**config.mk**
```make
export PLATFORM = sky130hd
export DESIGN_NAME = baud_lin_ctrl
export DESIGN_NICKNAME = d
export VERILOG_FILES = /design/src/baud_lin_pkg.sv /design/src/baud_lin_ctrl.sv
export SDC_FILE = /design/constraint.sdc
export NUM_CORES = 1
export LEC_CHECK = 0
export BUFFER_PORTS_ARGS = -buffer_cell sky130_fd_sc_hd__buf_4
export CORE_MARGIN = 2
export CORE_UTILIZATION = 50
export CTS_CLUSTER_SIZE = 25
export DETAILED_ROUTE_END_ITERATION = 8
export GPL_TIMING_DRIVEN = 1
export PLACE_DENSITY = 0.76
export SLEW_MARGIN = 5
export SYNTH_ARGS = -nofsm -noshare
export SYNTH_HDL_FRONTEND = slang
export SYNTH_SLANG_ARGS = --single-unit
```
**constraint.sdc**
```tcl
create_clock -name CLK_IN -period 1.7 [get_ports CLK_IN]
set_input_delay 0.17 -clock CLK_IN [delete_from_list [all_inputs] [get_ports CLK_IN]]
set_output_delay 0.17 -clock CLK_IN [all_outputs]
set_load 0.03 [all_outputs]
```
**src/baud_lin_pkg.sv**
```systemverilog
// Constants, field layouts and helpers for the serial baud and break block
package baud_lin_pkg;
    localparam logic [7:0] OFS_RATE = 8'h00;
    localparam logic [7:0] OFS_FINE = 8'h04;
    localparam logic [7:0] OFS_CFG  = 8'h08;
    localparam logic [7:0] OFS_STAT = 8'h0c;

    typedef struct packed {
        logic       master_break_enable;
        logic       slave_break_detect_enable;
        logic [1:0] coarse_prescaler_select;
        logic       rsvd;
        logic [2:0] rate_select;
    } rate_ctrl_t;

    typedef struct packed {
        logic [2:0] fine_prescaler_select;
        logic [4:0] clock_insertion_count;
    } fine_ctrl_t;

    typedef struct packed {
        logic [4:0] rsvd;
        logic       nine_bit_chars;
        logic       serial_module_enable;
        logic       serial_clock_source_select;
    } cfg_t;

    localparam logic [7:0] RATE_RST   = 8'h00;
    localparam logic [7:0] FINE_RST   = 8'h00;
    localparam logic [7:0] CFG_RST    = 8'h00;
    localparam logic [7:0] RATE_WMASK = 8'hf7;
    localparam logic [7:0] CFG_WMASK  = 8'h07;

    // Break lengths in bit times
    localparam logic [3:0] TX_BRK_NORM8 = 4'ha;
    localparam logic [3:0] TX_BRK_NORM9 = 4'hb;
    localparam logic [3:0] TX_BRK_LIN8  = 4'hd;
    localparam logic [3:0] TX_BRK_LIN9  = 4'he;
    localparam logic [3:0] RX_BRK_NORM8 = 4'ha;
    localparam logic [3:0] RX_BRK_NORM9 = 4'hb;
    localparam logic [3:0] RX_BRK_LIN8  = 4'hb;
    localparam logic [3:0] RX_BRK_LIN9  = 4'hc;

    // Fixed /64 = /4 to the sample tick, then /16 to the bit tick
    localparam logic [1:0] SAMPLE_LAST = 2'h3;
    localparam logic [3:0] BIT_LAST    = 4'hf;
    localparam logic [4:0] FRAME_LAST  = 5'h1f;

    function automatic logic [3:0] coarse_last(input logic [1:0] sel);
        case (sel)
            2'h0:    coarse_last = 4'h0;
            2'h1:    coarse_last = 4'h2;
            2'h2:    coarse_last = 4'h3;
            default: coarse_last = 4'hc;
        endcase
    endfunction
endpackage

```
**src/baud_lin_ctrl.sv**
```systemverilog
// Baud divider chain and LIN break length control with an APB register slave
// Operation
// - With master break enable set a requested break lasts 13 bit times (8-bit) or 14 (9-bit).
// - With slave break detect enable set a break is seen only after 11 or 12 low bit times.
// - Detection filters an all-zero character and software still checks the break length.
// - The coarse select codes 00..11 divide by 1, 3, 4 or 13, reset giving 1.
// - The rate select divides by two to the power of its code, reset giving 1.
// - Fine select 000 bypasses the fine prescaler and codes 1..7 divide by code plus one.
// - The bypass code also disables clock insertion.
// - The insertion count adds that many extra clocks per 32 fine prescaler outputs.
// - Bit rate is source over 64 times coarse times rate times fine plus fraction.
// - One divider chain sets the common rate for receiver and transmitter.
// - A configuration bit selects the bus clock or the oscillator clock as source.
//
// Implementation choices: the register offsets and the APB register port.
`timescale 1ns/1ns
module baud_lin_ctrl (
    input  wire logic        CLK_IN,
    input  wire logic        RST_N_IN,
    input  wire logic        PSEL_IN,
    input  wire logic        PENABLE_IN,
    input  wire logic        PWRITE_IN,
    input  wire logic [7:0]  PADDR_IN,
    input  wire logic [31:0] PWDATA_IN,
    output logic      [31:0] PRDATA_OUT,
    output logic             PREADY_OUT,
    output logic             PSLVERR_OUT,
    input  wire logic        OSC_CLK_IN,
    input  wire logic        RXD_IN,
    input  wire logic        BREAK_REQ_IN,
    output logic             SAMPLE_TICK_OUT,
    output logic             BIT_TICK_OUT,
    output logic             BREAK_TX_OUT,
    output logic             BREAK_DONE_OUT,
    output logic             BREAK_DETECT_OUT
);
    import baud_lin_pkg::*;

    typedef enum logic {TX_IDLE, TX_BREAK} tx_state_t;

    rate_ctrl_t rate_q;
    fine_ctrl_t fine_q;
    cfg_t       cfg_q;
    tx_state_t  tx_state_q;
    logic       osc_s1_q, osc_s2_q, osc_s3_q, rx_s1_q, rx_s2_q, insert_q, armed_q;
    logic [1:0] samp_cnt_q;
    logic [2:0] fine_cnt_q, fine_last;
    logic [3:0] coarse_cnt_q, bit_cnt_q, tx_cnt_q, low_cnt_q, tx_len, rx_len;
    logic [4:0] acc_q, slot_q, ins_seen_q;
    logic [5:0] acc_sum;
    logic [6:0] rate_cnt_q, rate_mask;
    logic       src_en, fine_tick, coarse_tick, rate_tick, bypass, run, setup, access, wr;

    ////////////////////////////////////////////////////////////////////////
    // APB slave: zero wait, ready raised in the cycle after setup
    assign setup  = PSEL_IN && !PENABLE_IN;
    assign access = PSEL_IN && PENABLE_IN && PREADY_OUT;
    assign wr     = access && PWRITE_IN && !PSLVERR_OUT;

    always_ff @(posedge CLK_IN or negedge RST_N_IN) begin
        if (!RST_N_IN) begin
            PREADY_OUT  <= 1'b0;
            PSLVERR_OUT <= 1'b0;
            PRDATA_OUT  <= 32'h0;
        end else begin
            PREADY_OUT  <= setup;
            PSLVERR_OUT <= 1'b0;
            if (setup) begin
                PRDATA_OUT <= 32'h0;
                unique case (PADDR_IN)
                    OFS_RATE: PRDATA_OUT[7:0] <= rate_q;
                    OFS_FINE: PRDATA_OUT[7:0] <= fine_q;
                    OFS_CFG:  PRDATA_OUT[7:0] <= cfg_q;
                    OFS_STAT: PRDATA_OUT[13:0] <= {slot_q, armed_q,
                                                   tx_state_q == TX_BREAK,
                                                   3'h0, low_cnt_q};
                    default:  PSLVERR_OUT <= 1'b1;
                endcase
            end
        end
    end

    // Writes land at the access edge only
    always_ff @(posedge CLK_IN or negedge RST_N_IN) begin
        if (!RST_N_IN) begin
            rate_q <= RATE_RST;
            fine_q <= FINE_RST;
            cfg_q  <= CFG_RST;
        end else if (wr) begin
            if (PADDR_IN == OFS_RATE) rate_q <= PWDATA_IN[7:0] & RATE_WMASK;
            if (PADDR_IN == OFS_FINE) fine_q <= PWDATA_IN[7:0];
            if (PADDR_IN == OFS_CFG)  cfg_q  <= PWDATA_IN[7:0] & CFG_WMASK;
        end
    end

    ////////////////////////////////////////////////////////////////////////
    // Pin synchronisers; oscillator must be well below half CLK_IN
    always_ff @(posedge CLK_IN or negedge RST_N_IN) begin
        if (!RST_N_IN) begin
            osc_s1_q <= 1'b0;
            osc_s2_q <= 1'b0;
            osc_s3_q <= 1'b0;
            rx_s1_q  <= 1'b1;
            rx_s2_q  <= 1'b1;
        end else begin
            osc_s1_q <= OSC_CLK_IN;
            osc_s2_q <= osc_s1_q;
            osc_s3_q <= osc_s2_q;
            rx_s1_q  <= RXD_IN;
            rx_s2_q  <= rx_s1_q;
        end
    end

    assign run    = cfg_q.serial_module_enable;
    assign src_en = run && (cfg_q.serial_clock_source_select ? (osc_s2_q && !osc_s3_q) : 1'b1);

    ////////////////////////////////////////////////////////////////////////
    // Fine prescaler with fractional insertion
    assign bypass    = fine_q.fine_prescaler_select == 3'h0;
    assign fine_last = fine_q.fine_prescaler_select;
    // bypass passes the source straight on
    assign fine_tick = src_en && (bypass || (fine_cnt_q == fine_last && !insert_q));
    assign acc_sum   = {1'b0, acc_q} + {1'b0, fine_q.clock_insertion_count};

    // count to code, one extra when inserting
    always_ff @(posedge CLK_IN or negedge RST_N_IN) begin
        if (!RST_N_IN) begin
            fine_cnt_q <= 3'h0;
            insert_q   <= 1'b0;
        end else if (!run || bypass) begin
            fine_cnt_q <= 3'h0;
            insert_q   <= 1'b0;
        end else if (src_en) begin
            if (fine_cnt_q == fine_last && insert_q) begin
                insert_q <= 1'b0;
            end else if (fine_tick) begin
                fine_cnt_q <= 3'h0;
                // carry of the accumulator spreads the extras
                insert_q   <= acc_sum[5];
            end else begin
                fine_cnt_q <= fine_cnt_q + 3'h1;
            end
        end
    end

    // frame of 32 outputs, accumulator adds the count each output
    always_ff @(posedge CLK_IN or negedge RST_N_IN) begin
        if (!RST_N_IN) begin
            acc_q      <= 5'h0;
            slot_q     <= 5'h0;
            ins_seen_q <= 5'h0;
        end else if (!run || bypass) begin
            // bypass code drops the fine adjust
            acc_q      <= 5'h0;
            slot_q     <= 5'h0;
            ins_seen_q <= 5'h0;
        end else if (fine_tick) begin
            acc_q      <= acc_sum[4:0];
            slot_q     <= slot_q + 5'h1;
            ins_seen_q <= (slot_q == FRAME_LAST) ? 5'h0 : ins_seen_q + {4'h0, acc_sum[5]};
        end
    end

    ////////////////////////////////////////////////////////////////////////
    // Coarse, power-of-two and fixed /64 stages
    // coarse divisor 1, 3, 4, 13
    assign coarse_tick = fine_tick && coarse_cnt_q == coarse_last(rate_q.coarse_prescaler_select);
    assign rate_mask   = 7'((8'h1 << rate_q.rate_select) - 8'h1);
    assign rate_tick   = coarse_tick && ((rate_cnt_q & rate_mask) == rate_mask);

    always_ff @(posedge CLK_IN or negedge RST_N_IN) begin
        if (!RST_N_IN) begin
            coarse_cnt_q <= 4'h0;
        end else if (!run || coarse_tick) begin
            coarse_cnt_q <= 4'h0;
        end else if (fine_tick) begin
            coarse_cnt_q <= coarse_cnt_q + 4'h1;
        end
    end

    always_ff @(posedge CLK_IN or negedge RST_N_IN) begin
        if (!RST_N_IN) begin
            rate_cnt_q <= 7'h0;
        end else if (!run || rate_tick) begin
            rate_cnt_q <= 7'h0;
        end else if (coarse_tick) begin
            rate_cnt_q <= rate_cnt_q + 7'h1;
        end
    end

    // /4 gives the 16x sample tick, /16 more gives the bit tick
    // the same ticks feed receiver and transmitter
    always_ff @(posedge CLK_IN or negedge RST_N_IN) begin
        if (!RST_N_IN) begin
            samp_cnt_q      <= 2'h0;
            bit_cnt_q       <= 4'h0;
            SAMPLE_TICK_OUT <= 1'b0;
            BIT_TICK_OUT    <= 1'b0;
        end else begin
            SAMPLE_TICK_OUT <= 1'b0;
            BIT_TICK_OUT    <= 1'b0;
            if (!run) begin
                samp_cnt_q <= 2'h0;
                bit_cnt_q  <= 4'h0;
            end else if (rate_tick) begin
                samp_cnt_q <= samp_cnt_q + 2'h1;
                if (samp_cnt_q == SAMPLE_LAST) begin
                    SAMPLE_TICK_OUT <= 1'b1;
                    bit_cnt_q       <= bit_cnt_q + 4'h1;
                    BIT_TICK_OUT    <= bit_cnt_q == BIT_LAST;
                end
            end
        end
    end

    ////////////////////////////////////////////////////////////////////////
    // Break generation; the first bit may be partial, up to one bit short
    // LIN master lengths
    assign tx_len = rate_q.master_break_enable ?
                    (cfg_q.nine_bit_chars ? TX_BRK_LIN9 : TX_BRK_LIN8) :
                    (cfg_q.nine_bit_chars ? TX_BRK_NORM9 : TX_BRK_NORM8);

    always_ff @(posedge CLK_IN or negedge RST_N_IN) begin
        if (!RST_N_IN) begin
            tx_state_q     <= TX_IDLE;
            tx_cnt_q       <= 4'h0;
            BREAK_TX_OUT   <= 1'b0;
            BREAK_DONE_OUT <= 1'b0;
        end else begin
            BREAK_DONE_OUT <= 1'b0;
            unique case (tx_state_q)
                TX_IDLE: begin
                    if (BREAK_REQ_IN && run) begin
                        tx_state_q   <= TX_BREAK;
                        tx_cnt_q     <= 4'h0;
                        BREAK_TX_OUT <= 1'b1;
                    end
                end
                TX_BREAK: begin
                    if (!run) begin
                        tx_state_q   <= TX_IDLE;
                        BREAK_TX_OUT <= 1'b0;
                    end else if (BIT_TICK_OUT) begin
                        tx_cnt_q <= tx_cnt_q + 4'h1;
                        if (tx_cnt_q == tx_len - 4'h1) begin
                            tx_state_q     <= TX_IDLE;
                            BREAK_TX_OUT   <= 1'b0;
                            BREAK_DONE_OUT <= 1'b1;
                        end
                    end
                end
            endcase
        end
    end

    ////////////////////////////////////////////////////////////////////////
    // Break detection, one report per low stretch
    // LIN slave thresholds
    assign rx_len = rate_q.slave_break_detect_enable ?
                    (cfg_q.nine_bit_chars ? RX_BRK_LIN9 : RX_BRK_LIN8) :
                    (cfg_q.nine_bit_chars ? RX_BRK_NORM9 : RX_BRK_NORM8);

    always_ff @(posedge CLK_IN or negedge RST_N_IN) begin
        if (!RST_N_IN) begin
            low_cnt_q        <= 4'h0;
            armed_q          <= 1'b0;
            BREAK_DETECT_OUT <= 1'b0;
        end else begin
            BREAK_DETECT_OUT <= 1'b0;
            if (!run) begin
                low_cnt_q <= 4'h0;
                armed_q   <= 1'b0;
            end else if (BIT_TICK_OUT) begin
                if (rx_s2_q) begin
                    low_cnt_q <= 4'h0;
                    armed_q   <= 1'b1;
                end else begin
                    if (low_cnt_q != 4'hf) low_cnt_q <= low_cnt_q + 4'h1;
                    // a zero character stays below the threshold
                    if (armed_q && low_cnt_q + 4'h1 == rx_len) begin
                        BREAK_DETECT_OUT <= 1'b1;
                        armed_q          <= 1'b0;
                    end
                end
            end
        end
    end

    ////////////////////////////////////////////////////////////////////////
    // Checks
    logic [3:0] brk_len_q;
    always_ff @(posedge CLK_IN or negedge RST_N_IN) begin
        if (!RST_N_IN) brk_len_q <= 4'h0;
        else if (!BREAK_TX_OUT) brk_len_q <= 4'h0;
        else if (BIT_TICK_OUT) brk_len_q <= brk_len_q + 4'h1;
    end
endmodule

```
# Word level (Yosys, flattened, before mapping)
# Cells that the tools add are included.
# W data, S select, Z words.
[word_totals] regBits=85 elab_cells=182 output_inout_bits=39
[classes] mux=68 reduce_logical=42 n_eq_ne=24 shift=1 bitwise_logic=2 addsub=11
[ops] op="$mux W4" count=13
[ops] op="$mux W1" count=34
[ops] op="$pmux W8 S4" count=1
[ops] op="$mux W5" count=4
[ops] op="$mux W3" count=6
[ops] op="$add A4 B1 Y4 const B" count=4
[ops] op="$eq A8 B4 Y1 const B" count=2
[ops] op="$reduce_and A2 Y1" count=8
[ops] op="$logic_and A1 B1 Y1" count=14
[ops] op="$mux W7" count=2
[ops] op="$eq A4 B4 Y1" count=3
[ops] op="$pmux W4 S3" count=1
[ops] op="$ne A2 B2 Y1 const B" count=5
[ops] op="$eq A8 B3 Y1 const B" count=1
[ops] op="$logic_not A8 Y1" count=1
[ops] op="$pmux W4 S2" count=1
[ops] op="$reduce_bool A2 Y1" count=4
[ops] op="$add A7 B1 Y7 const B" count=1
[ops] op="$and A7 B7 Y7" count=1
[ops] op="$eq A7 B7 Y1" count=1
[ops] op="$shl A1 B3 Y7 const A" count=1
[ops] op="$sub A7 B1 Y7 const B" count=1
[ops] op="$add A5 B5 Y6" count=1
[ops] op="$mux W2" count=3
[ops] op="23 further kinds" count=35

# Depth between registers and ports, before layout
# Gate-level depths: netlist (run 1).
[logic_depth] word_depth=9 mapped_depth=8 depth_no_buf=7

# Worst setup path after synthesis (run 1)
# Ideal clock, no wire load.
[synth_path] kind="reg2reg" startpoint="reg PREADY_OUT" endpoint="reg fine_q (netlist bit fine_last[0])" setup_ns=0.125 t_required_ns=1.575 arrival_ns=1.685 setup_slack_ns=-0.109 path_buffers=0 stages_incl_launch_ff=5 cell_sequence="dfrtp_1 nand4_1 or2_2 nor3_2 mux2_2"
[synth_between] elab_chain_cells=4
[synth_rtl] item="from (decl)" line="baud_lin_ctrl.sv:26" text="output logic PREADY_OUT,"
[synth_rtl] item="from (signal assigned)" line="baud_lin_ctrl.sv:66" text="PREADY_OUT <= setup;"
[synth_rtl] item="$logic_and A1 B1 Y1" line="baud_lin_ctrl.sv:57" text="assign access = PSEL_IN && PENABLE_IN && PREADY_OUT;"
[synth_rtl] item="$logic_and A1 B1 Y1 (2 in series)" line="baud_lin_ctrl.sv:58" text="assign wr = access && PWRITE_IN && !PSLVERR_OUT;"
[synth_rtl] item="$reduce_and A2 Y1 (no line)"
[synth_rtl] item="to (signal assigned)" line="baud_lin_ctrl.sv:91" text="if (PADDR_IN == OFS_FINE) fine_q <= PWDATA_IN[7:0];"
[synth_rtl] item="to (decl)" line="baud_lin_ctrl.sv:42" text="fine_ctrl_t fine_q;"
# No other way between the ends.
# A chain may end at the register's enable or synchronous reset.

# Worst setup path after layout (run 1)
[layout_path] startpoint="reg rate_q[4] in the netlist's numbering" endpoint="reg rate_cnt_q[4]"
[layout_between] elab_chain_cells=7
[layout_rtl] item="from (decl)" line="baud_lin_ctrl.sv:41" text="rate_ctrl_t rate_q;"
[layout_rtl] item="from (signal assigned)" line="baud_lin_ctrl.sv:90" text="if (PADDR_IN == OFS_RATE) rate_q <= PWDATA_IN[7:0] & RATE_WMASK;"
[layout_rtl] item="$eq A2 B2 Y1 (tied with other cells)" line="baud_lin_pkg.sv:50" text="case (sel)"
[layout_rtl] item="$pmux W4 S3 (*)" line="baud_lin_pkg.sv:50"
[layout_rtl] item="$eq A4 B4 Y1 (*)" line="baud_lin_ctrl.sv:167" text="assign coarse_tick = fine_tick && coarse_cnt_q == coarse_last(rate_q.coarse_prescaler_select);"
[layout_rtl] item="$logic_and A1 B1 Y1 (*)" line="baud_lin_ctrl.sv:167"
[layout_rtl] item="$logic_and A1 B1 Y1" line="baud_lin_ctrl.sv:169" text="assign rate_tick = coarse_tick && ((rate_cnt_q & rate_mask) == rate_mask);"
[layout_rtl] item="$logic_or A1 B1 Y1" line="baud_lin_ctrl.sv:184" text="end else if (!run || rate_tick) begin"
[layout_rtl] item="$mux W7 or $reduce_bool A2 Y1 (tied branches)"
[layout_rtl] item="to (signal assigned)" line="baud_lin_ctrl.sv:187" text="rate_cnt_q <= rate_cnt_q + 7'h1;"
[layout_rtl] item="to (decl)" line="baud_lin_ctrl.sv:51" text="logic [6:0] rate_cnt_q, rate_mask;"
# Mark *: on every way between the ends. The rest lies on a longest branch, timed or not.

==> flow_summary.ini, run 1 <==
[worst_setup_path]
r2r_start = rate_q[4]$_DFFE_PN0P_
path_max_fanout = 9
r2r_cells = 8
crit_type = reg -> reg
required_ns = 1.95
cp-end-kind = flip-flop
crit_path_start = rate_q[4]$_DFFE_PN0P_
critPathLaunchType = flip-flop
cp.arrival_ns = 2.07

[status]
violations = negative setup slack
status = complete, but fails checks

[die]
ioPinCount = 87
die-area_um2 = 9840
die_height_um = 99.2
initial_core_util = 0.517
die_w_um = 99.2
fp-row-count = 34
core_area_um2 = 8760

[grt]
grt_pass1_vias = 3482
antenna_found_initial = 0
grt_pass1_wl_mm = 16.8
grt_overflow_total = 0
grt_usage = 0.214
grt_max_degree = 35

[pwr]
p_per_area_nw_per_um2 = 941
power.share.switching = 0.307
share_comb_of_total_power = 0.242
clock_power_share = 0.314
p_switching_mw = 1.63
static-leakage-power_nw = 2.67
p_int_mw = 3.67
seqPwrFrac = 0.443
total_power_mw = 5.29
peakVddDrop_mv = 0.531

[drt]
ant_nets = 0
dr.pass1.iters = 4
drt_iter0_markers = 165
routed_wl_mm = 10.2
num_vias = 3547
drt-vias-per-instance = 5.52
drcViolationCount = 0
wl_per_cell_um = 16.0

[clock_tree]
cts-root-buf = clkbuf_8
cts_made_buffers = 9
clock_path_buffers = 2
clk_latency_ns = 0.36
cts_tree = built
cts.sinks = 85
cts_max_level = 3
path_clk_slew_ns = 0.09

[finish]
nets = 596
multi_input_area_um2 = 2330
drive_gt1_frac = 0.301
instances_no_fill = 642
antennaDiodeCount = 0
regArea_um2 = 2130
area.growth.synth_to_final_pct = 24.2
n_fill_cell = 697

[synthesis]
ys_async_sr_fraction = 1.00
yosysWarnings = 0
yosysUniqueCellTypes = 55
synth_edf_count = 0
ys_seq_area_frac = 0.470
synth_cells = 443
ys_ff_latch = 85
avgSynthCellArea_um2 = 10.2
synthFlopType = dfrtp_1
synth_area_um2 = 4530

[timing]
rsz0062_at_grt = true
fin_crit_ns = 1.82
finalMaxSlewViolations = 0
slew_headroom = 0.609
setup_viol = 14
max_freq_ghz = 0.550
setup_ws_ns = -0.117
finalCritPeriodShare = 1.07
worst_pin_slew_ns = 0.587
hold_violations = 0
fin_skew_ns = 0.0131

[placed_design]
hpwl_mm = 7.40
io_buffers = 44
dp.cells = 617
place_congestion = 0.841

[worst_hold_path]
hp-start = PWDATA_IN[7]
hp-class = in -> reg
whs_path_depth = 3

[run]
cap_violations = 0
[stage by stage]
stage / cell area, um^2 / setup slack [ns] / TNS (ns) / hold WS, ns / util
CTS: 5530 / -0.111 / -0.823 / 0.0223 / 0.631
global route: 5630 / -0.191 / -2.18 / 0.0330 / 0.642
floorplan: 4650 / -0.0477 / -0.224 / -0.126 / -
finish: 5630 / -0.117 / -0.858 / 0.0386 / 0.642
global placement: 5220 / -0.0500 / -0.409 / 0.144 / 0.595
detailed placement: 5220 / -0.126 / -1.43 / 0.147 / 0.595
[per-layer routing]
metal	global-route usage	routed length (um)	up-vias
li1	-	-	1709
met1	0.285	4510	1768
met2	0.356	5220	64
met3	0.0513	437	6
met4	0.0506	79	0
met5	0	0	-
[worst max-delay path, cell delays in order (launching register included)]
cell,delay (ns)
dfrtp_1,0.39
inv_1,0.07
ha_1,0.29
xnor2_1,0.14
nor2_2,0.17
and4_4,0.26
buf_8,0.13
a21boi_2,0.17
o32ai_2,0.08
[cell usage in the layout (no fill, tap or decap), drive strengths merged, types with 3 or more instances in the layout]
cell type and instances:
ha 18, o21ai 19, nand2b 12, dfrtp 83, or3 6, a31oi 3, mux2 13, nand4 11
o221ai 3, xnor2 10, nor3 7, buf 90, and3 10, conb 18, clkbuf 11, a21boi 3
xor2 10, clkinvlp 3, nand3 25, mux2i 11, a22o 12, nor2b 3, nand2 57, and2 4
inv 13, nor2 15, o22ai 4, dlygate4sd3 3, mux4 3, a21oi 26
[worst paths after layout]
kind	to	slack, ns
worst max-delay path	rate_cnt_q[4]$_DFFE_PN0P_	-0.12
worst min-delay path	rate_q[7]$_DFFE_PN0P_	0.04
worst max register to register	rate_cnt_q[4]$_DFFE_PN0P_	-0.12
worst min register to register	rx_s2_q$_DFF_PN1_	0.36
max in group asynchronous	bit_cnt_q[0]$_DFFE_PN0P_	0.80
min in group asynchronous	armed_q$_DFFE_PN0P_	0.29
[cells in the mapped netlist, drive strengths merged (12+ instances only)]
library cell	number	area, um^2
dfrtp	83	2080
nand2	57	221
a21oi	26	130
nand3	25	125
buf	24	184
o21ai	19	95.1
ha	18	225
nor2	15	56.3
inv	13	48.8
mux2	13	146
a22o	12	105
nand2b	12	75.1
[state kept, by name, indices dropped and copies added (netlist names), 2 cells and up]
name / flops
acc_q: 5
fine_last: 3
samp_cnt_q: 2
fine_q: 5
low_cnt_q: 4
bit_cnt_q: 4
cfg_q: 2
rate_cnt_q: 7
PRDATA_OUT: 14
coarse_cnt_q: 4
tx_cnt_q: 4
rate_q: 7
fine_cnt_q: 3
slot_q: 5
[power groups by stage]
stage	sequential, mW	clock [mW]	combinational (mW)
after detailed placement	2.38	0	1.15
after global routing	2.37	1.76	1.42
final	2.35	1.66	1.28
after CTS	2.34	1.68	1.20
after floorplan	2.36	0	0.793
after global placement	2.37	0	1.10
[repair_timing]
| action | 4_1_cts | 5_1_grt |
|---|---|---|
| setup endpoints to repair | 22 | 25 |
| endpoints found under the hold margin | 30 | 0 |
| gates resized for setup | 11 | 16 |
| buffers inserted | 2 | 4 |
| pin swaps | 4 | 6 |
| hold buffers | 3 | 0 |
[cells by family (layout without fill, tap and decap cells)]
| family | Yosys count | in the layout | share of synthesized area |
|---|---|---|---|
| AOI/OAI and AO/OA | 86 | 86 | 0.124 |
| xor gates and xnor gates | 20 | 20 | 0.0387 |
| adders and majority gates | 19 | 19 | 0.0541 |
| buffers and inverters | 48 | 122 | 0.0605 |
| DFF | 85 | 85 | 0.470 |
| muxes | 27 | 27 | 0.0715 |
| other | 1 | 18 | 0.000828 |
| and+or+nand+nor | 157 | 157 | 0.181 |
[final cells by class]
cell class,count,share of cell area
Tap cell,108,0.0240
Multi-Input combinational cell,327,0.414
Clock buffer,11,0.0269
Sequential cell,85,0.379
Clock inverter,5,0.0147
Timing Repair Buffer,93,0.133
Inverter,13,0.00867
(Power assumes the default switching activity.)
==> run 2: changes to the inputs <==
==> constraint.sdc (replaced) <==
create_clock -name CLK_IN -period 1.6 [get_ports CLK_IN]
set_input_delay 0.08 -clock CLK_IN [delete_from_list [all_inputs] [get_ports CLK_IN]]
set_output_delay 0.08 -clock CLK_IN [all_outputs]
set_load 0.03 [all_outputs]
==> run 2 against run 1 <==
  * The run still ends with negative setup slack left
  * Via count up 6.1%
  * Sequential share of layout area down 2.7 points
  * Critical path depth down 2
  * Combinational power up 23%
  * Final cell count up 4.5%
  * Die area unchanged
  * Clock skew down 0.00094 ns
  * Global-route usage up 2.3 points
  * Clock power down 5%
  * Critical endpoint is now samp_cnt_q[0]$_DFFE_PN0P_
==> flow_summary.ini, run 2 (synthesized netlist as in run 1, its figures left out) <==
[status]
status = complete, but fails checks
violations = negative setup slack

[pwr]
peakVddDrop_mv = 0.604
static-leakage-power_nw = 2.87
p_per_area_nw_per_um2 = 937

[finish]
area.growth.synth_to_final_pct = 33.6
antennaDiodeCount = 0
reg_top3 = PRDATA_OUT x14, rate_cnt_q x7, rate_q x7
fin_area_um2 = 6050
instances_no_fill = 671
final_cell_mix = 98 x buf_4, 79 x dfrtp_1, 48 x nand2_1, 20 x nand3_1
nets = 625
largest_register_ffs = 14
drive_gt1_frac = 0.368
top_register = PRDATA_OUT
final_common_cell = buf_4

[die]
initial_core_util = 0.517
die_w_um = 99.2
die-area_um2 = 9840
fp-row-count = 34
ioPinCount = 87
die_height_um = 99.2
core_area_um2 = 8760

[placed_design]
hpwl_mm = 7.67
placed_cell_area_um2 = 5290
place_congestion = 0.856
dp.cells = 624
dp_slack_ns = -0.231
io_buffers = 44

[timing]
hold_violations = 0
max_freq_ghz = 0.538
rsz0062_at_grt = true
fin_skew_ns = 0.0122
setup_viol = 27
finalCritPeriodShare = 1.16
setup_ws_ns = -0.260
worst_pin_slew_ns = 0.617
finalMaxSlewViolations = 0
fin_crit_ns = 1.86
slew_headroom = 0.589

[worst_setup_path]
timing.reg2reg.setup_slack_ns = -0.26
critPathTopFamily = simple AND/OR/NAND/NOR gates
r2r_cells = 6
cp.arrival_ns = 2.13
r2r_start = rate_q[5]$_DFFE_PN0P_
critPathLaunchType = flip-flop
cp-end-kind = flip-flop
crit_buf_inv = 0
max_stage_delay_ns = 0.43
crit_chain = ha_2 -> or3_4 -> nand2_4 -> nand4_4 -> or3_1 -> a21oi_1
reg2reg_to = samp_cnt_q[0]$_DFFE_PN0P_
path_max_fanout = 3
required_ns = 1.87
crit_type = reg -> reg
slowest_stage = dfrtp_1

[drt]
dr.pass1.iters = 4
ant_nets = 0
drt_iter0_markers = 196
routed_wl_mm = 11.5
drcViolationCount = 0
num_vias = 3765
wl_per_cell_um = 17.2
drt-vias-per-instance = 5.61

[clock_tree]
cts.sinks = 85
cts_max_level = 3
path_clk_slew_ns = 0.09
cts-root-buf = clkbuf_8
clock_path_buffers = 2
clk_latency_ns = 0.35
cts_tree = built
cts_made_buffers = 9

[grt]
grt_overflow_total = 0
grt_pass1_vias = 3875
grt_pass1_wl_mm = 18.5
antenna_found_initial = 0
grt_usage = 0.237
grt_max_degree = 50

[run]
cap_violations = 0

[worst_hold_path]
hp-class = in -> async
==> run 2: power breakdown <==
group	leakage, nW	switching [mW]	total (mW)	internal [mW]
clock	0.102	0.773	1.58	0.803
sequential	1.11	0.202	2.51	2.31
combinational	1.66	0.861	1.58	0.723
total	2.87	1.84	5.67	3.84
==> run 2: how the worst max path moves through the flow <==
stage,start,endpoint,depth (start not counted)
6_report,rate_q[5]$_DFFE_PN0P_,samp_cnt_q[0]$_DFFE_PN0P_,6
5_1_grt,rate_q[5]$_DFFE_PN0P_,samp_cnt_q[0]$_DFFE_PN0P_,6
4_1_cts,rate_q[5]$_DFFE_PN0P_,rate_cnt_q[6]$_DFFE_PN0P_,7
3_5_place_dp,rate_q[4]$_DFFE_PN0P_,rate_cnt_q[4]$_DFFE_PN0P_,8
3_3_place_gp,rate_q[4]$_DFFE_PN0P_,rate_cnt_q[4]$_DFFE_PN0P_,7
2_1_floorplan,PREADY_OUT$_DFF_PN0_,rate_q[0]$_DFFE_PN0P_,4
==> run 2: cell type report <==
cell class	instances	area [um^2]
Clock buffer	12	155
Clock inverter	4	47.5
Fill cell	634	2710
Inverter	13	48.8
Multi-Input combinational cell	328	2530
Sequential cell	85	2130
Tap cell	108	135
Timing Repair Buffer	121	1000
==> run 2: through the flow <==
stage / power (mW) / hold WS [ns] / utilization / TNS [ns]
3_5_place_dp: 3.83 / -0.0884 / 0.603 / -4.73
2_1_floorplan: 3.36 / -0.216 / - / -1.36
4_1_cts: 5.53 / 0.0709 / 0.671 / -2.34
3_3_place_gp: 3.76 / -0.0889 / 0.603 / -2.08
5_1_grt: 5.99 / 0.0789 / 0.691 / -5.73
6_report: 5.67 / 0.0755 / 0.691 / -3.64
==> run 2: per-layer routing <==
metal	track usage	part of all wire
met1	0.304	0.41
met2	0.413	0.52
met3	0.0302	0.050
met4	0.0811	0.021
met5	0	0
==> run 2: what timing repair did <==
action | 4_1_cts | 5_1_grt
endpoints found under the setup margin | 35 | 35
gates cloned | 1 | 1
pin swaps | 27 | 11
buffers inserted | 14 | 5
hold buffers | 12 | 0
gates resized for setup | 39 | 30
endpoints found under the hold margin | 104 | 0
